===== config.mk =====
export PLATFORM = sky130hd
export DESIGN_NAME = hbrb_bridge
export DESIGN_NICKNAME = d
export VERILOG_FILES = /design/src/hw/hbrb_bridge.v
export VERILOG_INCLUDE_DIRS = /design/src /design/src/pkg
export SDC_FILE = /design/constraint.sdc
export NUM_CORES = 1
export LEC_CHECK = 0
export ABC_CLOCK_PERIOD_IN_PS = 3050
export BUFFER_PORTS_ARGS = -buffer_cell sky130_fd_sc_hd__buf_2
export CORE_AREA = 2 2 249 251
export DETAILED_ROUTE_END_ITERATION = 10
export DIE_AREA = 0 0 251 253
export GPL_TIMING_DRIVEN = 1
export PLACE_DENSITY = 0.48
export SLEW_MARGIN = 20
export SYNTH_ARGS = -nofsm -noshare
export SYNTH_HDL_FRONTEND = slang
export SYNTH_SLANG_ARGS = --single-unit
export TNS_END_PERCENT = 10

===== constraint.sdc =====
create_clock -name clk_sys -period 3.05 [get_ports clk_sys]
set_input_delay 0.305 -clock clk_sys [delete_from_list [all_inputs] [get_ports clk_sys]]
set_output_delay 0.305 -clock clk_sys [all_outputs]
set_load 0.05 [all_outputs]

===== src/pkg/hbrb_defines.vh =====
// address map, field positions and encodings for the host register bridge
`ifndef HBRB_DEFINES_VH
`define HBRB_DEFINES_VH

// -----------------------------------------------------------------
// widths
// -----------------------------------------------------------------
`define HBRB_DATA_W          32
`define HBRB_LANE_W          4
`define HBRB_BYTE_ADDR_W     13
`define HBRB_WORD_ADDR_W     11

// -----------------------------------------------------------------
// area decode on word address
// -----------------------------------------------------------------
`define HBRB_AREA_HI         10
`define HBRB_AREA_LO         6
`define HBRB_AREA_CORE       5'h00
`define HBRB_AREA_LOCAL      5'h10
`define HBRB_CORE_REGS       16
`define HBRB_CORE_IDX_W      4
`define HBRB_LOCAL_REGS      8
`define HBRB_LOCAL_IDX_W     3
`define HBRB_AREA_OFF_W      6

// -----------------------------------------------------------------
// byte offsets of the offload core window and the core and local area bounds
// -----------------------------------------------------------------
`define HBRB_CORE_RESET_CTRL      13'h0000
`define HBRB_CORE_COMMAND         13'h0004
`define HBRB_CORE_SRC_MAC_LOW     13'h0008
`define HBRB_CORE_SRC_MAC_HIGH    13'h000C
`define HBRB_CORE_DEST_IP_ADDR    13'h0010
`define HBRB_CORE_SRC_IP_ADDR     13'h0014
`define HBRB_CORE_DEST_PORT_NUM   13'h0018
`define HBRB_CORE_SRC_PORT_NUM    13'h001C
`define HBRB_CORE_TOTAL_DATA_LEN  13'h0020
`define HBRB_CORE_TIMEOUT         13'h0024
`define HBRB_CORE_PACKET_LENGTH   13'h0028
`define HBRB_CORE_PUSH_FLAG_CTRL  13'h002C
`define HBRB_CORE_WINDOW_CTRL     13'h0030
`define HBRB_CORE_PARAM_AT_34     13'h0034
`define HBRB_CORE_SERVER_MODE     13'h0038
`define HBRB_CORE_VERSION         13'h003C
`define HBRB_CORE_AREA_BASE       13'h0000
`define HBRB_CORE_AREA_LAST       13'h00FF
`define HBRB_LOCAL_AREA_BASE      13'h1000
`define HBRB_LOCAL_AREA_LAST      13'h10FF

// -----------------------------------------------------------------
// reset values
// -----------------------------------------------------------------
`define HBRB_ZERO_WORD       32'h00000000

`endif


===== src/hw/hbrb_bridge.v =====
// host bus to register bridge with crossing stages, decoder and read mux
`timescale 1ns/1ps
`include "hbrb_defines.vh"

// Overview of operation
// - one command at a time, wait-request stalls
// - write captured and crossed to write port
// - address captured and crossed for both directions
// - read data crossed back onto host bus
// - register data paths are 32 bits
// - crossing logic between host and network sides
// - write strobe with address, data, lanes
// - register address counts 32-bit words
// - four lane bits mark the four bytes
// - read request holds address until valid
// - never write and read together
// - core area and local test area
// - upper address bits choose the area
// - local file ignores lanes, whole words
// - lower bits pick register, upper area
// - read valid one flip-flop after request
// - sixteen words pass through to core
module hbrb_bridge
(
  input  wire        clk_sys,
  input  wire        sys_rst,
  input  wire [12:0] host_address,
  input  wire        host_write,
  input  wire        host_read,
  input  wire [31:0] host_writedata,
  input  wire [3:0]  host_byteenable,
  output wire        host_wait_request,
  output wire [31:0] host_readdata,
  output wire        host_readdatavalid,
  output wire        reg_write_strobe,
  output wire [10:0] reg_word_addr,
  output wire [31:0] reg_write_value,
  output wire [3:0]  reg_write_lane_mask,
  output wire        reg_read_request,
  output wire        reg_read_valid,
  output wire [31:0] reg_read_value,
  output wire        core_write_strobe,
  output wire [3:0]  core_word_addr,
  output wire [31:0] core_write_value,
  output wire [3:0]  core_write_lane_mask,
  input  wire [31:0] core_read_value
);

  // -----------------------------------------------------------------
  // states
  // -----------------------------------------------------------------
  localparam [2:0] ST_IDLE = 3'h1;
  localparam [2:0] ST_BUSY = 3'h2;
  localparam [2:0] ST_DONE = 3'h4;

  // -----------------------------------------------------------------
  // decode functions
  // -----------------------------------------------------------------
  function is_core;
    input [10:0] waddr;
    begin
      is_core = (waddr[`HBRB_AREA_HI:`HBRB_AREA_LO] == `HBRB_AREA_CORE) &&
                (waddr[`HBRB_AREA_OFF_W-1:0] < `HBRB_CORE_REGS);
    end
  endfunction

  function is_local;
    input [10:0] waddr;
    begin
      is_local = (waddr[`HBRB_AREA_HI:`HBRB_AREA_LO] == `HBRB_AREA_LOCAL) &&
                 (waddr[`HBRB_AREA_OFF_W-1:0] < `HBRB_LOCAL_REGS);
    end
  endfunction

  function [`HBRB_LOCAL_IDX_W-1:0] local_index;
    input [10:0] waddr;
    begin
      local_index = waddr[`HBRB_LOCAL_IDX_W-1:0];
    end
  endfunction

  // -----------------------------------------------------------------
  // host side
  // -----------------------------------------------------------------
  reg [2:0]  state_q;
  reg        is_write_q;
  reg [10:0] cmd_addr_q;
  reg [31:0] cmd_data_q;
  reg [3:0]  cmd_lanes_q;
  reg        req_tgl_q;
  reg        ack_s1_q;
  reg        ack_s2_q;
  reg        ack_s3_q;
  reg [31:0] host_rdata_q;
  wire       ack_edge;
  wire       cmd_take;
  // network side
  reg        req_s1_q;
  reg        req_s2_q;
  reg        req_s3_q;
  reg        net_write_q;
  reg        net_read_q;
  reg [10:0] net_addr_q;
  reg [31:0] net_data_q;
  reg [3:0]  net_lanes_q;
  reg        rd_valid_q;
  reg [31:0] rd_data_q;
  reg        ack_tgl_q;
  reg [31:0] local_q [0:`HBRB_LOCAL_REGS-1];
  reg [31:0] rd_mux;
  wire       req_edge;
  integer    i;

  assign ack_edge = ack_s2_q ^ ack_s3_q;
  assign cmd_take = (state_q == ST_IDLE) && (host_write || host_read);

  // command capture on the take edge
  always @(posedge clk_sys)
  begin
    if (sys_rst)
    begin
      is_write_q  <= 1'b0;
      cmd_addr_q  <= 11'h000;
      cmd_data_q  <= `HBRB_ZERO_WORD;
      cmd_lanes_q <= 4'h0;
      req_tgl_q   <= 1'b0;
    end
    else if (cmd_take)
    begin
      is_write_q  <= host_write;
      cmd_addr_q  <= host_address[12:2];
      cmd_data_q  <= host_writedata;
      cmd_lanes_q <= host_byteenable;
      req_tgl_q   <= ~req_tgl_q;
    end
  end

  // read data taken from the crossing register on the acknowledge edge
  always @(posedge clk_sys)
  begin
    if (sys_rst)
    begin
      host_rdata_q <= `HBRB_ZERO_WORD;
    end
    else if ((state_q == ST_BUSY) && ack_edge)
    begin
      host_rdata_q <= rd_data_q;
    end
  end

  // transaction state, one command at a time
  always @(posedge clk_sys)
  begin
    if (sys_rst)
    begin
      state_q <= ST_IDLE;
    end
    else
    begin
      case (state_q)
        ST_IDLE:
        begin
          if (cmd_take)
          begin
            state_q <= ST_BUSY;
          end
        end
        ST_BUSY:
        begin
          if (ack_edge)
          begin
            state_q      <= ST_DONE;
          end
        end
        ST_DONE:
        begin
          state_q <= ST_IDLE;
        end
        default:
        begin
          state_q <= ST_IDLE;
        end
      endcase
    end
  end

  // acknowledge synchroniser, first stage read only by the second
  always @(posedge clk_sys)
  begin
    if (sys_rst)
    begin
      ack_s1_q <= 1'b0;
      ack_s2_q <= 1'b0;
      ack_s3_q <= 1'b0;
    end
    else
    begin
      ack_s1_q <= ack_tgl_q;
      ack_s2_q <= ack_s1_q;
      ack_s3_q <= ack_s2_q;
    end
  end

  assign host_wait_request  = (state_q != ST_DONE);
  assign host_readdatavalid = (state_q == ST_DONE) && !is_write_q;
  assign host_readdata      = host_rdata_q;

  // -----------------------------------------------------------------
  // network side crossing and register interface
  // -----------------------------------------------------------------
  assign req_edge = req_s2_q ^ req_s3_q;

  // request synchroniser, first stage read only by the second
  always @(posedge clk_sys)
  begin
    if (sys_rst)
    begin
      req_s1_q <= 1'b0;
      req_s2_q <= 1'b0;
      req_s3_q <= 1'b0;
    end
    else
    begin
      req_s1_q <= req_tgl_q;
      req_s2_q <= req_s1_q;
      req_s3_q <= req_s2_q;
    end
  end

  // register port strobes and held fields
  always @(posedge clk_sys)
  begin
    if (sys_rst)
    begin
      net_write_q <= 1'b0;
      net_read_q  <= 1'b0;
      net_addr_q  <= 11'h000;
      net_data_q  <= `HBRB_ZERO_WORD;
      net_lanes_q <= 4'h0;
    end
    else
    begin
      net_write_q <= req_edge && is_write_q;
      net_read_q  <= req_edge && !is_write_q;
      if (req_edge)
      begin
        net_addr_q  <= cmd_addr_q;
        net_data_q  <= cmd_data_q;
        net_lanes_q <= cmd_lanes_q;
      end
    end
  end

  // -----------------------------------------------------------------
  // acknowledge toggle back to the host side
  // -----------------------------------------------------------------
  always @(posedge clk_sys)
  begin
    if (sys_rst)
    begin
      ack_tgl_q <= 1'b0;
    end
    else if (net_write_q || rd_valid_q)
    begin
      ack_tgl_q <= ~ack_tgl_q;
    end
  end

  assign reg_write_strobe    = net_write_q;
  assign reg_word_addr       = net_addr_q;
  assign reg_write_value     = net_data_q;
  assign reg_write_lane_mask = net_lanes_q;
  assign reg_read_request    = net_read_q;

  // -----------------------------------------------------------------
  // decoder, core window and local register file
  // -----------------------------------------------------------------
  wire                         core_hit;
  wire                         local_hit;
  wire [`HBRB_LOCAL_IDX_W-1:0] local_idx;

  assign core_hit             = is_core(net_addr_q);
  assign local_hit            = is_local(net_addr_q);
  assign local_idx            = local_index(net_addr_q);
  assign core_write_strobe    = net_write_q && core_hit;
  assign core_word_addr       = net_addr_q[`HBRB_CORE_IDX_W-1:0];
  assign core_write_value     = net_data_q;
  assign core_write_lane_mask = net_lanes_q;

  always @(posedge clk_sys)
  begin
    if (sys_rst)
    begin
      for (i = 0; i < `HBRB_LOCAL_REGS; i = i + 1)
      begin
        local_q[i] <= `HBRB_ZERO_WORD;
      end
    end
    else if (net_write_q && local_hit)
    begin
      local_q[local_idx] <= net_data_q;
    end
  end

  // read multiplexer
  always @*
  begin
    if (core_hit)
    begin
      rd_mux = core_read_value;
    end
    else if (local_hit)
    begin
      rd_mux = local_q[local_idx];
    end
    else
    begin
      rd_mux = `HBRB_ZERO_WORD;
    end
  end

  always @(posedge clk_sys)
  begin
    if (sys_rst)
    begin
      rd_valid_q <= 1'b0;
      rd_data_q  <= `HBRB_ZERO_WORD;
    end
    else
    begin
      rd_valid_q <= net_read_q;
      if (net_read_q)
      begin
        rd_data_q <= rd_mux;
      end
    end
  end

  assign reg_read_valid = rd_valid_q;
  assign reg_read_value = rd_data_q;

endmodule


==> impl_results.md, run 1 <==
- Run status: finished, final reports clean
- Post-Synthesis Cell Area: 18020 µm²
- Initial Util: 29.53%
- Top post-synthesis cells by area: edfxtp_1 (43%), dfxtp_1 (20%), mux4_2 (8.0%), nor3_1 (7.0%), a21oi_1 (3.6%)
- RePlAce Congestion: 0.7713
- Rel. slew slack: 28.77%
- Max Fclk: 448.1 MHz
- Crit-path cells: nor4_4, nand4b_1, buf_4, o21bai_4, buf_12
- Largest net degree at the start of global routing: 126
- Clk slew on worst S/H paths: 0.06 ns
- Crit share post-route: 73.17%
- Die Height: 253 µm
- GRT overflow: 0
- Detailed Route WL: 56660 µm
- Family with the most delay on the worst path: simple AND/OR/NAND/NOR gates
- Max-cap violations: 0
- CTS root buffer: clkbuf_16
- Data required, critical path: 3.33 ns
- Htree depth: 2
- Leak Pwr: 7.826 nW
- Crit-path max FO: 24
- Worst-skew pair later-pin latency: 0.59 ns
- First-pass GRT wire length: 84020 µm
- Fin crit period: 2.232 ns
- Avg Cell Area, Syn: 11.76 µm²
- CP peak stage delay: 0.44 ns
- Most used DFF post-synth: edfxtp_1
- Most common cell in the netlist: edfxtp_1
- Slowest library cell on the worst path: nor4_4
- CTS tree: yes
- Total CTS buffers: 51
- Post_cts resized: 0
- Drt wl/cell: 21.88 µm
- Synthesis-to-layout area growth: 23.58%
- # DRC: 0
- First-pass iteration count of the detailed router: 5
- Worst Skew: 0.01602 ns
- Register area share after synthesis: 62.21%
- Initial DRC Count: 827
- Worst Max-Slew Pin Slew: 1.066 ns
- Endpoints failing hold: 0
- DR vias/cell: 5.027
- CTS Buffer Depth: 3
- VDD IR max: 0.3618 mV
- Post-Synthesis Cells: 1532
- Final setup fails: 0
- Core area: 61030 µm²
- DP HPWL: 35330 µm
- Worst reg-to-reg setup slack: 0.82 ns
- Final core occ: 36.49%
- Post-synthesis net count: 1617
- Post-route setup slack: 0.8183 ns
- Fraction of registers with async set/reset: 0%
- Setup Fix Bufs, Post-CTS: 0
- Hold Buf Count CTS: 65
- Power per standard cell area: 606.1 nW/µm²
- Setup CP Type: reg2reg
- Vias: 13021
- Post-synth EDFFs: 256
- RSZ-0062 raised after global routing: false
- Startpoint Class: flip-flop
- Yosys cell types: 36
- Yosys warning total: 0
- Fin nets: 1843
- Most frequent cells after synthesis: edfxtp_1 (256), nor3_1 (252), dfxtp_1 (176), nand2_1 (131), a21oi_1 (129)
- Setup TNS: 0 ns
- Worst min path class: in2reg
- Vias in the first global route: 13151
- Die W: 251 µm
- Critical path buffer and inverter count: 2
- GR Util All Layers: 17.67%
- IO Port Bufs: 239
- Yosys reg bits: 432
- DIE AREA: 63500 µm²
- Antenna-violating nets left: 0
- FP Rows: 91
- Top cell type's share of synthesized area: 42.66%
- Post-synth top area cell: edfxtp_1
- Worst setup EP type: flip-flop
- Initial antenna violation count: 3
- Slew Limit Fails: 0
- CTS Sinks: 432
- Io pins: 242
- Crit path DAT: 2.51 ns
- Share of cells above drive strength 1: 25.96%
- Pre-CTS setup slack: 0.7241 ns
==> cell usage in the layout, fill, tap and decap left out, drive strengths merged, types with 34 or more instances in the layout <==
cell type,netlist,layout
buf,79,291
inv,33,34
nand3,79,79
dlygate4sd3,0,65
edfxtp,256,256
mux4,64,64
clkbuf,104,69
clkinv,32,51
nor3,258,258
nand2,131,131
dfxtp,176,176
o21ai,81,81
a21oi,129,129
==> routing by layer <==
layer	track usage [%]	up-vias	part of all wire [%]
li1	-	6069	-
met1	22.79	6494	43
met2	30.45	374	50
met3	2.632	84	4.6
met4	5.799	0	2.6
met5	0	-	0
==> report_power, final <==
group          total [mW]  switching [mW]  internal [mW]  leakage, nW
combinational       0.943           0.622          0.321         2.93
sequential           6.47           0.102           6.37         4.07
clock                6.09            2.47           3.62        0.826
==> metrics by stage <==
step	cells	power, mW	cell area [µm²]	hold slack (ns)
6_report	2590	13.50	22270	0.03910
5_1_grt	2590	13.99	22270	0.02807
4_1_cts	2589	13.70	22270	0.004858
3_5_place_dp	2430	7.487	19940	0.4268
3_3_place_gp	2430	7.466	19940	0.4183
2_1_floorplan	1532	7.123	18020	0.4138
==> sequential cells by signal (all words and copies together), names as in the netlist, 3 cells and up, named ones only <==
name / count
reg_read_value: 32
local_q: 256
cmd_data_q: 32
state_q: 3
core_write_value: 32
cmd_addr_q: 11
core_write_lane_mask: 4
reg_word_addr: 11
cmd_lanes_q: 4
host_readdata: 32
==> cell families after synthesis <==
group | synth area share, %
compound gates | 7.763
xor+xnor | 0.2431
buf+inv | 6.485
flops | 62.21
mux | 9.776
simple gates | 13.52
==> final cells by class <==
| type | count | area, µm² |
|---|---|---|
| Sequential cell | 432 | 11220 |
| Clock inverter | 25 | 205.2 |
| Tap cell | 790 | 988.4 |
| Multi-Input combinational cell | 852 | 5824 |
| Fill cell | 6012 | 38760 |
| Inverter | 65 | 244.0 |
| Timing Repair Buffer | 356 | 2318 |
| Clock buffer | 69 | 1469 |
| Antenna cell | 1 | 2.502 |
==> worst reg2reg max path, stage by stage (launching register included) <==
cell	delay (ns)
dfxtp_1	0.34
nor4_4	0.44
nand4b_1	0.15
buf_4	0.24
o21bai_4	0.44
buf_12	0.28
==> path summary, 6_finish.rpt <==
path                                      endpoint           startpoint  depth (start not counted)
worst min-delay path            reg_read_value[15]  core_read_value[15]                          3
worst min register to register            ack_s2_q             ack_s1_q                          1
worst max register to register      local_q[0][30]     reg_word_addr[4]                          5
worst max-delay path                local_q[0][30]     reg_word_addr[4]                          5
Note: power is estimated with default switching activity, not from simulation.
==> run 2: changes to the inputs <==
--- a/config.mk
+++ b/config.mk
@@ -6,13 +6,13 @@
 export SDC_FILE = /design/constraint.sdc
 export NUM_CORES = 1
 export LEC_CHECK = 0
-export ABC_CLOCK_PERIOD_IN_PS = 3050
+export ABC_CLOCK_PERIOD_IN_PS = 2300
 export BUFFER_PORTS_ARGS = -buffer_cell sky130_fd_sc_hd__buf_2
 export CORE_AREA = 2 2 249 251
 export DETAILED_ROUTE_END_ITERATION = 10
 export DIE_AREA = 0 0 251 253
 export GPL_TIMING_DRIVEN = 1
-export PLACE_DENSITY = 0.48
+export PLACE_DENSITY = 0.47
 export SLEW_MARGIN = 20
 export SYNTH_ARGS = -nofsm -noshare
 export SYNTH_HDL_FRONTEND = slang
==> constraint.sdc (replaced) <==
create_clock -name clk_sys -period 2.3 [get_ports clk_sys]
set_input_delay 0.23 -clock clk_sys [delete_from_list [all_inputs] [get_ports clk_sys]]
set_output_delay 0.23 -clock clk_sys [all_outputs]
set_load 0.05 [all_outputs]
==> run 2 against run 1 <==
  * Sequential share of layout area is 0.68 points lower
  * Largest cell class unchanged
  * Flip-flop and latch count stayed put
  * Critical endpoint is now core_write_strobe
  * Total power is 30% higher
  * Wire length is 0.19% lower
  * Utilization is 0.54 points higher
  * Cell count is 0.93% higher
  * Critical path type is now reg2out
  * Non-clock buffer count is 25 higher
  * Highest routed layer unchanged
  * Count of clock-buffer cells in the layout is 3 higher
  * Critical path depth is 2 lower
  * Worst setup slack worse by 0.68 ns
  * Clock power is 27% higher
==> impl_results.md, run 2 (synthesized netlist as in run 1, its figures left out) <==
- Power per standard cell area: 778.8 nW/µm²
- DR top layer: met4
- Wire length on met1: 24370 µm
- Initial Util: 29.53%
- # DRC: 0
- CTS Sinks: 432
- Final total power: 17.60 mW
- RePlAce Congestion: 0.7541
- Total CTS buffers: 50
- Setup Fix Bufs, Post-CTS: 0
- Io pins: 242
- Die W: 251 µm
- Worst reg-to-reg setup slack: 0.24 ns
- Largest register by flop count: local_q
- CTS Buffer Depth: 3
- Htree depth: 2
- Hold Path Depth: 3
- Worst r2r path cells: 4
- IO Port Bufs: 239
- CP Launch Point: reg_word_addr[7]
- First-pass iteration count of the detailed router: 5
- Antenna-violating nets left: 0
- Commonest cells after routing, fill and taps aside: edfxtp_1 (256), nor3_1 (252), buf_2 (238)
- DIE AREA: 63500 µm²
- Slew Limit Fails: 0
- Leak Pwr: 7.956 nW
- Vias in the first global route: 13016
- Family with the most delay on the worst path: simple AND/OR/NAND/NOR gates
- CTS tree: yes
- DR vias/cell: 4.969
- Commonest non-fill, non-tap cell in the layout: edfxtp_1
- Run status: finished, final reports clean
- CP peak stage delay: 0.44 ns
- Worst Max-Slew Pin Slew: 0.9783 ns
- Worst Skew: 0.02313 ns
- Vias: 12990
- RR Startpoint: reg_word_addr[7]
- Number of flip-flops in the largest register: 256
- Final setup fails: 0
- GRT overflow: 0
- Critical path endpoint: core_write_strobe
- # fillers: 6032
- Crit share post-route: 93.77%
- Core area: 61030 µm²
- Crit-path cells: nor4_4, and4b_1, buf_2
- VDD IR max: 0.4876 mV
- Multi-input gate area: 5836 µm²
- Initial DRC Count: 974
- Largest net degree at the start of global routing: 95
- RSZ-0062 raised after global routing: false
- Cell depth of the worst setup path: 3
- Clk slew on worst S/H paths: 0.06 ns
- Crit-path max FO: 5
- Fin nets: 1867
- Fin crit period: 2.157 ns
- Detailed Route WL: 56550 µm
- Rel. slew slack: 34.78%
- Met3 routed WL: 2731 µm
- Startpoint Class: flip-flop
- Endpoints failing hold: 0
- FP Rows: 91
- Worst min path class: in2reg
- FF-to-FF End: local_q[1][15]
- Max Fclk: 463.7 MHz
- Worst-skew pair later-pin latency: 0.59 ns
- Data required, critical path: 2.07 ns
- Initial antenna violation count: 2
- CTS root buffer: clkbuf_16
- First-pass GRT wire length: 84660 µm
- Synthesis-to-layout area growth: 25.41%
- Die Height: 253 µm
- Max-cap violations: 0
- Drt wl/cell: 21.63 µm
- Share of cells above drive strength 1: 26.29%
- Slowest library cell on the worst path: nor4_4
- Worst setup EP type: primary output
- Setup CP Type: reg2out
- DP HPWL: 34880 µm
- GR Util All Layers: 17.81%
- Post_cts resized: 0
- Hold Buf Count CTS: 79
- Crit path DAT: 1.93 ns
- Register cell area after layout: 11230 µm²
- Met2 WL: 27870 µm
- Setup TNS: 0 ns
- Critical path buffer and inverter count: 1
==> run 2: routing by layer <==
| layer | GRT usage (%) | up-vias |
|---|---|---|
| li1 | - | 6124 |
| met1 | 23.06 | 6422 |
| met2 | 30.25 | 355 |
| met3 | 3.166 | 89 |
| met4 | 5.663 | 0 |
| met5 | 0 | - |
==> run 2: layout make-up <==
type	count	share of cell area (%)
Clock buffer	72	6.268
Inverter	65	1.080
Antenna cell	2	0.02215
Sequential cell	432	49.69
Multi-Input combinational cell	852	25.82
Tap cell	790	4.374
Clock inverter	20	0.6866
Timing Repair Buffer	381	12.06
==> run 2: where the power goes <==
part | switching (mW) | leakage (nW) | internal (mW)
Sequential | 0.130 | 4.08 | 8.44
Clock | 3.21 | 0.771 | 4.49
Combinational | 0.838 | 3.11 | 0.485
Total | 4.18 | 7.96 | 13.4
==> run 2: how the worst min path moves through the flow <==
| stage | startpoint | to | slack, ns |
|---|---|---|---|
| floorplan | host_write | is_write_q | 0.37 |
| global placement | ack_s1_q | ack_s2_q | 0.42 |
| detailed placement | ack_s1_q | ack_s2_q | 0.43 |
| CTS | core_read_value[1] | reg_read_value[1] | 0.005 |
| global route | core_read_value[1] | reg_read_value[1] | 0.02 |
| finish | core_read_value[1] | reg_read_value[1] | 0.02 |
==> run 2: through the flow <==
step                      util [%]  std cells  cell area [µm²]  hold slack, ns  setup slack [ns]
after floorplan                  -       1532            18130          0.3705           0.01515
after global placement       33.13       2441            20220          0.4191            0.2871
after detailed placement     33.13       2441            20220          0.4281            0.2729
after CTS                    37.00       2612            22580        0.005351            0.1035
after global routing         37.02       2613            22600         0.02269           0.06385
final                        37.03       2614            22600         0.02487            0.1432
==> run 2: worst register-to-register path, stage by stage, from the launching register on <==
cell and delay, ns:
dfxtp_4 0.35, nor4_4 0.44, nand4_4 0.34, o21bai_4 0.28, buf_4 0.31
